## config.mk

```make
export PLATFORM = sky130hd
export DESIGN_NAME = wmr_regs
export DESIGN_NICKNAME = d
export VERILOG_FILES = /design/src/hdl/wmr_pkg.sv /design/src/hdl/wmr_regs.sv
export SDC_FILE = /design/constraint.sdc
export NUM_CORES = 1
export LEC_CHECK = 0
export BUFFER_PORTS_ARGS = -buffer_cell sky130_fd_sc_hd__buf_2
export CAP_MARGIN = 20
export CORE_AREA = 2 2 139 141
export CTS_BUF_LIST = sky130_fd_sc_hd__clkbuf_8
export CTS_CLUSTER_SIZE = 24
export DETAILED_ROUTE_END_ITERATION = 10
export DIE_AREA = 0 0 141 143
export PLACE_DENSITY = 0.71
export REMOVE_ABC_BUFFERS = 1
export SKIP_CTS_REPAIR_TIMING = 1
export SLEW_MARGIN = 30
export SYNTH_ARGS = -nofsm -noshare
export SYNTH_HDL_FRONTEND = slang
export SYNTH_SLANG_ARGS = --single-unit
export TNS_END_PERCENT = 30
```

## constraint.sdc

```tcl
create_clock -name aclk -period 3.4 [get_ports aclk]
set_input_delay 0.17 -clock aclk [delete_from_list [all_inputs] [get_ports aclk]]
set_output_delay 0.17 -clock aclk [all_outputs]
set_load 0.02 [all_outputs]
```

## src/hdl/wmr_pkg.sv

```systemverilog
// constants for the remote wake and interrupt mask register bank
package wmr_pkg;

  localparam int NREG = 8;

  // register indices; byte address is four times the index
  localparam logic [5:0] IDX_ADDR_LO = 6'h15;
  localparam logic [5:0] IDX_ADDR_MD = 6'h16;
  localparam logic [5:0] IDX_ADDR_HI = 6'h17;
  localparam logic [5:0] IDX_PW_LO   = 6'h18;
  localparam logic [5:0] IDX_PW_MD   = 6'h19;
  localparam logic [5:0] IDX_PW_HI   = 6'h1a;
  localparam logic [5:0] IDX_CTRL    = 6'h1b;
  localparam logic [5:0] IDX_MASK    = 6'h1c;
  localparam logic [5:0] IDX_STAT    = 6'h1d;
  localparam logic [5:0] IDX_SRST    = 6'h1e;

  // values after reset
  localparam logic [15:0] RST_ZERO = 16'h0000;
  localparam logic [15:0] RST_CTRL = 16'h0ff0;

  // writable bits; all others are reserved
  localparam logic [15:0] WM_FULL = 16'hffff;
  localparam logic [15:0] WM_CTRL = 16'hcff1;
  localparam logic [15:0] WM_IRQ  = 16'h301f;

  localparam logic [15:0] RST_VAL [NREG] = '{RST_ZERO, RST_ZERO, RST_ZERO,
    RST_ZERO, RST_ZERO, RST_ZERO, RST_CTRL, RST_ZERO};
  localparam logic [15:0] WMASK [NREG] = '{WM_FULL, WM_FULL, WM_FULL,
    WM_FULL, WM_FULL, WM_FULL, WM_CTRL, WM_IRQ};

  // control word fields
  localparam int CTRL_PW_EN  = 15;
  localparam int CTRL_PW_LEN = 14;
  localparam int CTRL_REP_LS = 8;
  localparam int CTRL_EDG_LS = 5;
  localparam int CTRL_CLKO   = 4;
  localparam int CTRL_CMOS   = 0;

  // interrupt mask and status bits
  localparam int IRQ_RXF  = 13;
  localparam int IRQ_TXF  = 12;
  localparam int IRQ_SWAP = 4;
  localparam int IRQ_LNK  = 3;
  localparam int IRQ_QT   = 2;
  localparam int IRQ_SLP  = 1;
  localparam int IRQ_WERR = 0;

  localparam int SRST_BIT = 0;

  localparam logic [1:0] RESP_OKAY   = 2'b00;
  localparam logic [1:0] RESP_SLVERR = 2'b10;

endpackage : wmr_pkg

```

## src/hdl/wmr_regs.sv

```systemverilog
// remote wake address, password, control and interrupt mask registers

// Function
// station address held in low, mid, high 16-bit words, reset zero
// wake password held in low, mid, high 16-bit words, reset zero
// control bit 15 enables password check, bit 14 picks four bytes
// control bits 11:8 give address repeat count minus one, reset ones
// control bits 7:5 set pad edge rate, reset to fastest
// control bit 4 enables reference clock output, reset one
// mask bits 13 and 12 enable rx and tx fifo fault interrupts
// mask bit 4 enables timing role swap done interrupt
// mask bits 3 to 0 enable the four energy saving interrupts
// sticky bits survive a software reset, cleared by hardware reset only
// reserved bits read zero and ignore writes
module wmr_regs
  import wmr_pkg::*;
#(
  parameter int ADDR_W = 8
) (
  input  wire logic              aclk,
  input  wire logic              aresetn,
  input  wire logic              aclken,
  input  wire logic [ADDR_W-1:0] awaddr,
  input  wire logic [2:0]        awprot,
  input  wire logic              awvalid,
  output logic                   awready,
  input  wire logic [31:0]       wdata,
  input  wire logic [3:0]        wstrb,
  input  wire logic              wvalid,
  output logic                   wready,
  output logic [1:0]             bresp,
  output logic                   bvalid,
  input  wire logic              bready,
  input  wire logic [ADDR_W-1:0] araddr,
  input  wire logic [2:0]        arprot,
  input  wire logic              arvalid,
  output logic                   arready,
  output logic [31:0]            rdata,
  output logic [1:0]             rresp,
  output logic                   rvalid,
  input  wire logic              rready,
  input  wire logic [15:0]       irq_event,
  output logic [47:0]            wake_station_addr,
  output logic [47:0]            wake_password,
  output logic                   pw_check_en,
  output logic                   pw_len_four,
  output logic [4:0]             addr_repeat_count,
  output logic [2:0]             mac_pad_edge_rate,
  output logic                   reference_clock_output_en,
  output logic                   irq_pin_cmos_drive,
  output logic                   management_interrupt_pin
);

  logic [15:0]       regs [NREG];
  logic [15:0]       stat;
  logic              soft_rst;
  logic              aw_held;
  logic              w_held;
  logic [ADDR_W-1:0] aw_addr_q;
  logic [15:0]       w_data_q;
  logic [1:0]        w_strb_q;
  logic              do_write;
  logic [5:0]        w_idx;
  logic [5:0]        r_idx;
  logic              w_in_bank;
  logic              r_in_bank;
  logic [2:0]        w_slot;
  logic [2:0]        r_slot;
  logic [15:0]       ev_valid;
  logic [15:0]       w1c;
  logic [15:0]       next_rd;
  logic              next_rd_ok;

  // write and read channel handshakes
  assign awready = aclken && !aw_held && !bvalid;
  assign wready  = aclken && !w_held && !bvalid;
  assign arready = aclken && !rvalid;
  assign do_write = aclken && aw_held && w_held && !bvalid;

  // index decode; the two low address bits are ignored
  assign w_idx = 6'(aw_addr_q[ADDR_W-1:2]);
  assign r_idx = 6'(araddr[ADDR_W-1:2]);
  assign w_in_bank = (w_idx >= IDX_ADDR_LO) && (w_idx <= IDX_MASK);
  assign r_in_bank = (r_idx >= IDX_ADDR_LO) && (r_idx <= IDX_MASK);
  assign w_slot = 3'(w_idx - IDX_ADDR_LO);
  assign r_slot = 3'(r_idx - IDX_ADDR_LO);

  always_ff @(posedge aclk) begin
    if (!aresetn) begin
      aw_held   <= 1'b0;
      aw_addr_q <= '0;
    end else if (aclken) begin
      if (awvalid && awready) begin
        aw_held   <= 1'b1;
        aw_addr_q <= awaddr;
      end else if (do_write) begin
        aw_held <= 1'b0;
      end
    end
  end

  always_ff @(posedge aclk) begin
    if (!aresetn) begin
      w_held   <= 1'b0;
      w_data_q <= RST_ZERO;
      w_strb_q <= 2'h0;
    end else if (aclken) begin
      if (wvalid && wready) begin
        w_held   <= 1'b1;
        w_data_q <= wdata[15:0];
        w_strb_q <= wstrb[1:0];
      end else if (do_write) begin
        w_held <= 1'b0;
      end
    end
  end

  // write response; unmapped indices answer with slverr
  always_ff @(posedge aclk) begin
    if (!aresetn) begin
      bvalid <= 1'b0;
      bresp  <= RESP_OKAY;
    end else if (aclken) begin
      if (do_write) begin
        bvalid <= 1'b1;
        if (w_in_bank || w_idx == IDX_STAT || w_idx == IDX_SRST) begin
          bresp <= RESP_OKAY;
        end else begin
          bresp <= RESP_SLVERR;
        end
      end else if (bvalid && bready) begin
        bvalid <= 1'b0;
      end
    end
  end

  // configuration storage, byte lanes 0 and 1 only
  for (genvar g = 0; g < NREG; g++) begin : g_reg
    logic [15:0] next_val;
    assign next_val[7:0]  = w_strb_q[0] ? w_data_q[7:0] : regs[g][7:0];
    assign next_val[15:8] = w_strb_q[1] ? w_data_q[15:8] : regs[g][15:8];
    always_ff @(posedge aclk) begin
      if (!aresetn) begin
        regs[g] <= RST_VAL[g];
      end else if (aclken && do_write && w_in_bank && w_slot == 3'(g)) begin
        regs[g] <= (regs[g] & ~WMASK[g]) | (next_val & WMASK[g]);
      end
    end
  end

  // software reset pulse; it leaves the sticky registers alone
  always_ff @(posedge aclk) begin
    if (!aresetn) begin
      soft_rst <= 1'b0;
    end else if (aclken) begin
      soft_rst <= do_write && w_idx == IDX_SRST && w_strb_q[0]
                  && w_data_q[SRST_BIT];
    end
  end

  // interrupt status: sticky events, write one to clear, set wins
  assign ev_valid = irq_event & WM_IRQ;
  assign w1c = (do_write && w_idx == IDX_STAT)
             ? ({w_strb_q[1] ? w_data_q[15:8] : 8'h00,
                 w_strb_q[0] ? w_data_q[7:0] : 8'h00} & WM_IRQ)
             : 16'h0000;

  always_ff @(posedge aclk) begin
    if (!aresetn) begin
      stat <= RST_ZERO;
    end else if (aclken) begin
      if (soft_rst) begin
        stat <= ev_valid;
      end else begin
        stat <= (stat & ~w1c) | ev_valid;
      end
    end
  end

  // interrupt pin gated by the mask register
  assign management_interrupt_pin = |(stat & regs[7]);

  // read data, taken from flops on the address handshake
  always_comb begin
    next_rd    = RST_ZERO;
    next_rd_ok = 1'b1;
    if (r_in_bank) begin
      next_rd = regs[r_slot] & WMASK[r_slot];
    end else if (r_idx == IDX_STAT) begin
      next_rd = stat;
    end else if (r_idx == IDX_SRST) begin
      next_rd = RST_ZERO;
    end else begin
      next_rd_ok = 1'b0;
    end
  end

  always_ff @(posedge aclk) begin
    if (!aresetn) begin
      rvalid <= 1'b0;
      rdata  <= 32'h0000_0000;
      rresp  <= RESP_OKAY;
    end else if (aclken) begin
      if (arvalid && arready) begin
        rvalid <= 1'b1;
        rdata  <= {16'h0000, next_rd};
        rresp  <= next_rd_ok ? RESP_OKAY : RESP_SLVERR;
      end else if (rvalid && rready) begin
        rvalid <= 1'b0;
      end
    end
  end

  // configuration outputs
  assign wake_station_addr = {regs[2], regs[1], regs[0]};
  assign wake_password     = {regs[5], regs[4], regs[3]};
  assign pw_check_en       = regs[6][CTRL_PW_EN];
  assign pw_len_four       = regs[6][CTRL_PW_LEN];
  assign addr_repeat_count = {1'b0, regs[6][CTRL_REP_LS +: 4]} + 5'h01;
  assign mac_pad_edge_rate = regs[6][CTRL_EDG_LS +: 3];
  assign reference_clock_output_en = regs[6][CTRL_CLKO];
  assign irq_pin_cmos_drive = regs[6][CTRL_CMOS];

  // checks
  logic full_w;
  assign full_w = do_write && w_strb_q == 2'h3;

  addr_write_a: assert property (@(posedge aclk) disable iff (!aresetn)
    full_w && w_idx == IDX_ADDR_HI
    |=> wake_station_addr[47:32] == $past(w_data_q))
    else $error("station address high word not written");

  pw_write_a: assert property (@(posedge aclk) disable iff (!aresetn)
    full_w && w_idx == IDX_PW_LO
    |=> wake_password[15:0] == $past(w_data_q))
    else $error("password low word not written");

  pw_ctrl_a: assert property (@(posedge aclk) disable iff (!aresetn)
    full_w && w_idx == IDX_CTRL
    |=> pw_check_en == $past(w_data_q[15]) && pw_len_four == $past(w_data_q[14]))
    else $error("password control bits not written");

  reset_ctrl_a: assert property (@(posedge aclk)
    $rose(aresetn) |-> addr_repeat_count == 5'h10 && mac_pad_edge_rate == 3'h7
    && reference_clock_output_en && !pw_check_en)
    else $error("control word reset value wrong");

  rate_write_a: assert property (@(posedge aclk) disable iff (!aresetn)
    full_w && w_idx == IDX_CTRL
    |=> mac_pad_edge_rate == $past(w_data_q[7:5])
    && addr_repeat_count == {1'b0, $past(w_data_q[11:8])} + 5'h01)
    else $error("edge rate or repeat count not written");

  clko_write_a: assert property (@(posedge aclk) disable iff (!aresetn)
    full_w && w_idx == IDX_CTRL
    |=> reference_clock_output_en == $past(w_data_q[4]))
    else $error("clock output enable not written");

  irq_raise_a: assert property (@(posedge aclk) disable iff (!aresetn)
    aclken && |(ev_valid & regs[7]) ##0 !(do_write && w_slot == 3'h7)
    |=> management_interrupt_pin)
    else $error("unmasked event gave no interrupt");

  irq_quiet_a: assert property (@(posedge aclk) disable iff (!aresetn)
    regs[7] == 16'h0000 |-> !management_interrupt_pin)
    else $error("interrupt raised with all sources masked");

  swap_mask_a: assert property (@(posedge aclk) disable iff (!aresetn)
    full_w && w_idx == IDX_MASK
    |=> regs[7][IRQ_SWAP] == $past(w_data_q[4]))
    else $error("swap interrupt mask not written");

  set_wins_a: assert property (@(posedge aclk) disable iff (!aresetn)
    aclken && ev_valid != 16'h0000 |=> (stat & $past(ev_valid)) == $past(ev_valid))
    else $error("event lost against clear");

  sticky_keep_a: assert property (@(posedge aclk) disable iff (!aresetn)
    soft_rst && !do_write |=> $stable(wake_station_addr) && $stable(wake_password))
    else $error("soft reset disturbed sticky bits");

  reserved_a: assert property (@(posedge aclk) disable iff (!aresetn)
    regs[6][13:12] == 2'h0 && regs[6][3:1] == 3'h0 && regs[7][15:14] == 2'h0
    && regs[7][11:5] == 7'h00)
    else $error("reserved bit set");

  bresp_hold_a: assert property (@(posedge aclk) disable iff (!aresetn)
    bvalid && !bready |=> bvalid && $stable(bresp))
    else $error("write response dropped early");

  addr_low_a: assert property (@(posedge aclk) disable iff (!aresetn)
    full_w && w_idx == IDX_ADDR_LO
    |=> wake_station_addr[15:0] == $past(w_data_q))
    else $error("station address low word not written");

  addr_mid_a: assert property (@(posedge aclk) disable iff (!aresetn)
    full_w && w_idx == IDX_ADDR_MD
    |=> wake_station_addr[31:16] == $past(w_data_q))
    else $error("station address middle word not written");

  pw_mid_a: assert property (@(posedge aclk) disable iff (!aresetn)
    full_w && w_idx == IDX_PW_MD
    |=> wake_password[31:16] == $past(w_data_q))
    else $error("password middle word not written");

  pw_high_a: assert property (@(posedge aclk) disable iff (!aresetn)
    full_w && w_idx == IDX_PW_HI
    |=> wake_password[47:32] == $past(w_data_q))
    else $error("password high word not written");

  lane_keep_a: assert property (@(posedge aclk) disable iff (!aresetn)
    do_write && w_idx == IDX_CTRL && w_strb_q == 2'h1
    |=> pw_check_en == $past(pw_check_en) && pw_len_four == $past(pw_len_four))
    else $error("unstrobed control byte changed");

  fifo_mask_a: assert property (@(posedge aclk) disable iff (!aresetn)
    full_w && w_idx == IDX_MASK
    |=> regs[7][IRQ_RXF] == $past(w_data_q[13]) && regs[7][IRQ_TXF] == $past(w_data_q[12]))
    else $error("fifo interrupt mask not written");

  eee_mask_a: assert property (@(posedge aclk) disable iff (!aresetn)
    full_w && w_idx == IDX_MASK
    |=> regs[7][3:0] == $past(w_data_q[3:0]))
    else $error("energy saving interrupt mask not written");

  srst_clear_a: assert property (@(posedge aclk) disable iff (!aresetn)
    aclken && soft_rst |=> stat == $past(ev_valid))
    else $error("soft reset did not clear status");

  hw_reset_a: assert property (@(posedge aclk)
    !aresetn |=> wake_station_addr == 48'h0 && wake_password == 48'h0
    && regs[7] == RST_ZERO && stat == RST_ZERO)
    else $error("hardware reset left a register set");

  read_hold_a: assert property (@(posedge aclk) disable iff (!aresetn)
    rvalid && !rready |=> rvalid && $stable(rdata) && $stable(rresp))
    else $error("read data dropped early");

  write_resp_a: assert property (@(posedge aclk) disable iff (!aresetn)
    do_write |=> bvalid)
    else $error("write commit gave no response");

  read_resp_a: assert property (@(posedge aclk) disable iff (!aresetn)
    arvalid && arready |=> rvalid && rdata[31:16] == 16'h0000)
    else $error("read answer late or upper half set");

  write_cov_c: cover property (@(posedge aclk) disable iff (!aresetn)
    full_w && w_idx == IDX_CTRL ##1 bvalid && bready);
  read_cov_c: cover property (@(posedge aclk) disable iff (!aresetn)
    arvalid && arready && r_idx == IDX_MASK ##1 rvalid);
  irq_cov_c: cover property (@(posedge aclk) disable iff (!aresetn)
    $rose(management_interrupt_pin));
  srst_cov_c: cover property (@(posedge aclk) disable iff (!aresetn)
    soft_rst && stat != 16'h0000);
  lane_cov_c: cover property (@(posedge aclk) disable iff (!aresetn)
    do_write && w_strb_q == 2'h1);

endmodule : wmr_regs

```

==> out/metrics.csv <==
stage;metric;value;unit
status;status;finished with violations;
status;violations;hold timing;
timing;hold_slack;-24.8;ps
cells_and_area;n_fill_cell;1720;
die;die_x;141;microns
cells_and_area;area_growth;21.6;%
clocking;cts_sinks;168;
clocking;cts_tree;built;
detailed_routing;ant_nets;0;
logic_synthesis;ys_types;56;
min_path;worstHoldPathCells;3;
logic_synthesis;synth_adder_area_share;0.00947;
worst_setup_path;r2r_cells;5;
worst_setup_path;path_cells;o21ai_2 > xnor2_1 > or4_1 > o21ai_0 > buf_4;
placed_design;dpl_worst_slack;767;ps
detailed_routing;vias;6060;
logic_synthesis;synth_top_family_by_area;simple AND/OR/NAND/NOR gates;
worst_setup_path;cp_top_family;simple AND/OR/NAND/NOR gates;
timing;fin_crit_sh;0.766;
logic_synthesis;post-synth-top-count-cell;edfxtp_1;
logic_synthesis;synth_warnings;0;
placed_design;place_congestion;0.815;
detailed_routing;wl_per_cell;19.7;microns
logic_synthesis;synth.cell_area;7930;sq um
detailed_routing;viasPerCell;5.32;
logic_synthesis;synth.top_cell.area_share;0.432;
detailed_routing;drt_iter0_markers;537;
cells_and_area;utilization;0.519;
power;ir_drop;0.243;mV
die;die_y;143;microns
clocking;path_clk_slew;80;ps
die;core;18600;sq um
detailed_routing;drc;0;
logic_synthesis;yosys-top-cells-area;edfxtp_1 43%, dfxtp_1 14%, mux4_2 5.1%, nand2_1 4.5%, mux2i_1 3.0%;
clocking;insertion_delay;460;ps
timing;fin_skew;14.0;ps
clocking;numCtsBuffers;17;
clocking;h-tree-depth;4;
logic_synthesis;synth_mux_area_frac;0.0943;
power;cellLeakagePower;3.95;nW
logic_synthesis;syn_area_per_cell;11.4;sq um
timing;worst_slew_pin_slew;865;ps
clocking;root_buffer;clkbuf_8;
timing;fmax;384;MHz
timing;grt_setup_unrepaired;no;
placed_design;hpwlAfterDp;16400;microns
worst_setup_path;cp.arrival;2770;ps
timing;worst_slack;796;ps
logic_synthesis;synth_common_cells;114 x edfxtp_1, 95 x nand2_1, 54 x dfxtp_1;
clocking;clock_path_buffers;2;
global_route;grt_usage;0.219;
worst_setup_path;cp_max_fo;17;
power;power_per_cell_area;446;nW/um^2
die;initial_utilization;0.427;
timing;slew_headroom;0.423;
timing;setup_tns;0;ps
worst_setup_path;worst_path_max_delay_cell;or4_1;
logic_synthesis;synthCells;698;
logic_synthesis;seq_area_frac_synth;0.568;
worst_setup_path;critical_path_depth;5;
timing;fin_crit;2600;ps
cells_and_area;final_layout_size_suffix_gt1_frac;0.301;
min_path;hold_path.class;primary input to register;
global_route;grt_max_degree;41;
logic_synthesis;synthArstFlopShare;0;
detailed_routing;wirelength;22400;microns
die;die_area;20200;sq um
logic_synthesis;synth_compound_area_frac;0.0984;
logic_synthesis;synth-edff-count;114;
power;power;0.00429;W
logic_synthesis;synthSimpleGateAreaFrac;0.165;
worst_setup_path;max_stage_delay;880;ps
worst_setup_path;end_kind;register;
global_route;grt_pass1_wl;33100;microns
logic_synthesis;synthXorXnorAreaFrac;0.00553;
worst_setup_path;crit_path_start_kind;register;
global_route;grt_pass1_vias;5601;
worst_setup_path;crit_type;register to register;
timing;hold_viol;2;
worst_setup_path;required;3570;ps
timing;slew_violations;0;
worst_setup_path;crit_buf_inv;1;
logic_synthesis;synth-seq-cells;168;
die;num_rows;50;
die;pin_count;232;
logic_synthesis;synth_top_area_cell;edfxtp_1;
detailed_routing;drt_first_pass_iters;7;
cells_and_area;antenna_cells;0;
placed_design;port_buffers;176;
global_route;antenna_found_initial;0;
global_route;grt-ovfl-total;0;
timing;setup_viol;0;
run;drv_cap;0;
cells_and_area;nNetsFinal;981;
logic_synthesis;synth_ff_type;edfxtp_1;
==> power breakdown <==
part	internal [W]	switching, W
Sequential	0.00225	0.0000784
Clock	0.000729	0.000707
Combinational	0.000213	0.000322
Total	0.00319	0.00111
==> registers in the layout (all words and copies together) (netlist names), 2 cells and up <==
register   flops
stat           7
regs         114
w_data_q      16
aw_addr_q      6
w_strb_q       2
rdata         16
==> worst register-to-register path, delay by kind of cell (launching register included) <==
kind / cells / cell delay [ps]
AOI/OAI and AO/OA: 2 / 400
xor gates and xnor gates: 1 / 260
buffers and inverters: 1 / 210
DFF: 1 / 560
and+or+nand+nor: 1 / 880
==> kinds of logic (layout without fill, tap and decap cells) <==
group,after synthesis,in the layout
AO/OA/AOI/OAI,122,122
XOR/XNOR,5,5
adder cells (fa/ha/maj),6,6
buffers and inverters,83,274
flip-flops,168,168
multiplexers,51,51
other,1,18
AND/OR/NAND/NOR,262,262
==> cell type report <==
class | instances | area (sq um) | area share
Clock inverter | 14 | 144 | 0.0149
Sequential cell | 168 | 4500 | 0.467
Timing Repair Buffer | 231 | 1380 | 0.143
Multi-Input combinational cell | 464 | 3030 | 0.314
Clock buffer | 18 | 248 | 0.0257
Tap cell | 234 | 293 | 0.0304
Inverter | 11 | 41.3 | 0.00429
==> through the flow <==
step	instances	area, sq um
3_3_place_gp	1080	8960
2_1_floorplan	643	7570
6_report	1140	9640
4_1_cts	1112	9360
5_1_grt	1140	9640
3_5_place_dp	1080	8960
==> worst paths after layout <==
check	startpoint	endpoint	slack (ps)
worst max register to register	aw_addr_q[2]	regs[2][2]	800
worst max-delay path	aw_addr_q[2]	regs[2][2]	800
worst min-delay path	awaddr[5]	aw_addr_q[5]	-20
worst min register to register	rdata[11]	rdata[11]	450
==> cell usage in the layout (no fill, tap or decap), types with 5 or more instances in the layout <==
cell type	n
a21oi_1	30
a221o_1	9
a22oi_1	14
and2_1	18
and3_1	33
buf_2	176
buf_4	26
clkbuf_8	18
conb_1	18
dfxtp_1	54
dlygate4sd3_1	28
edfxtp_1	114
ha_1	6
inv_1	15
mux2_2	9
mux2i_1	24
mux4_2	18
nand2_1	95
nand2b_1	5
nand3_1	23
nor2_1	53
nor2_2	9
o21ai_0	44
or4_1	5
==> metal layers <==
metal	vias to the layer above	GRT usage	wire length (microns)
met5	-	0	0
met4	0	0.0574	348
met3	25	0.0590	1830
met2	261	0.350	10600
met1	2890	0.299	9610
li1	2884	-	-
Power figures use the tool's default switching activity.
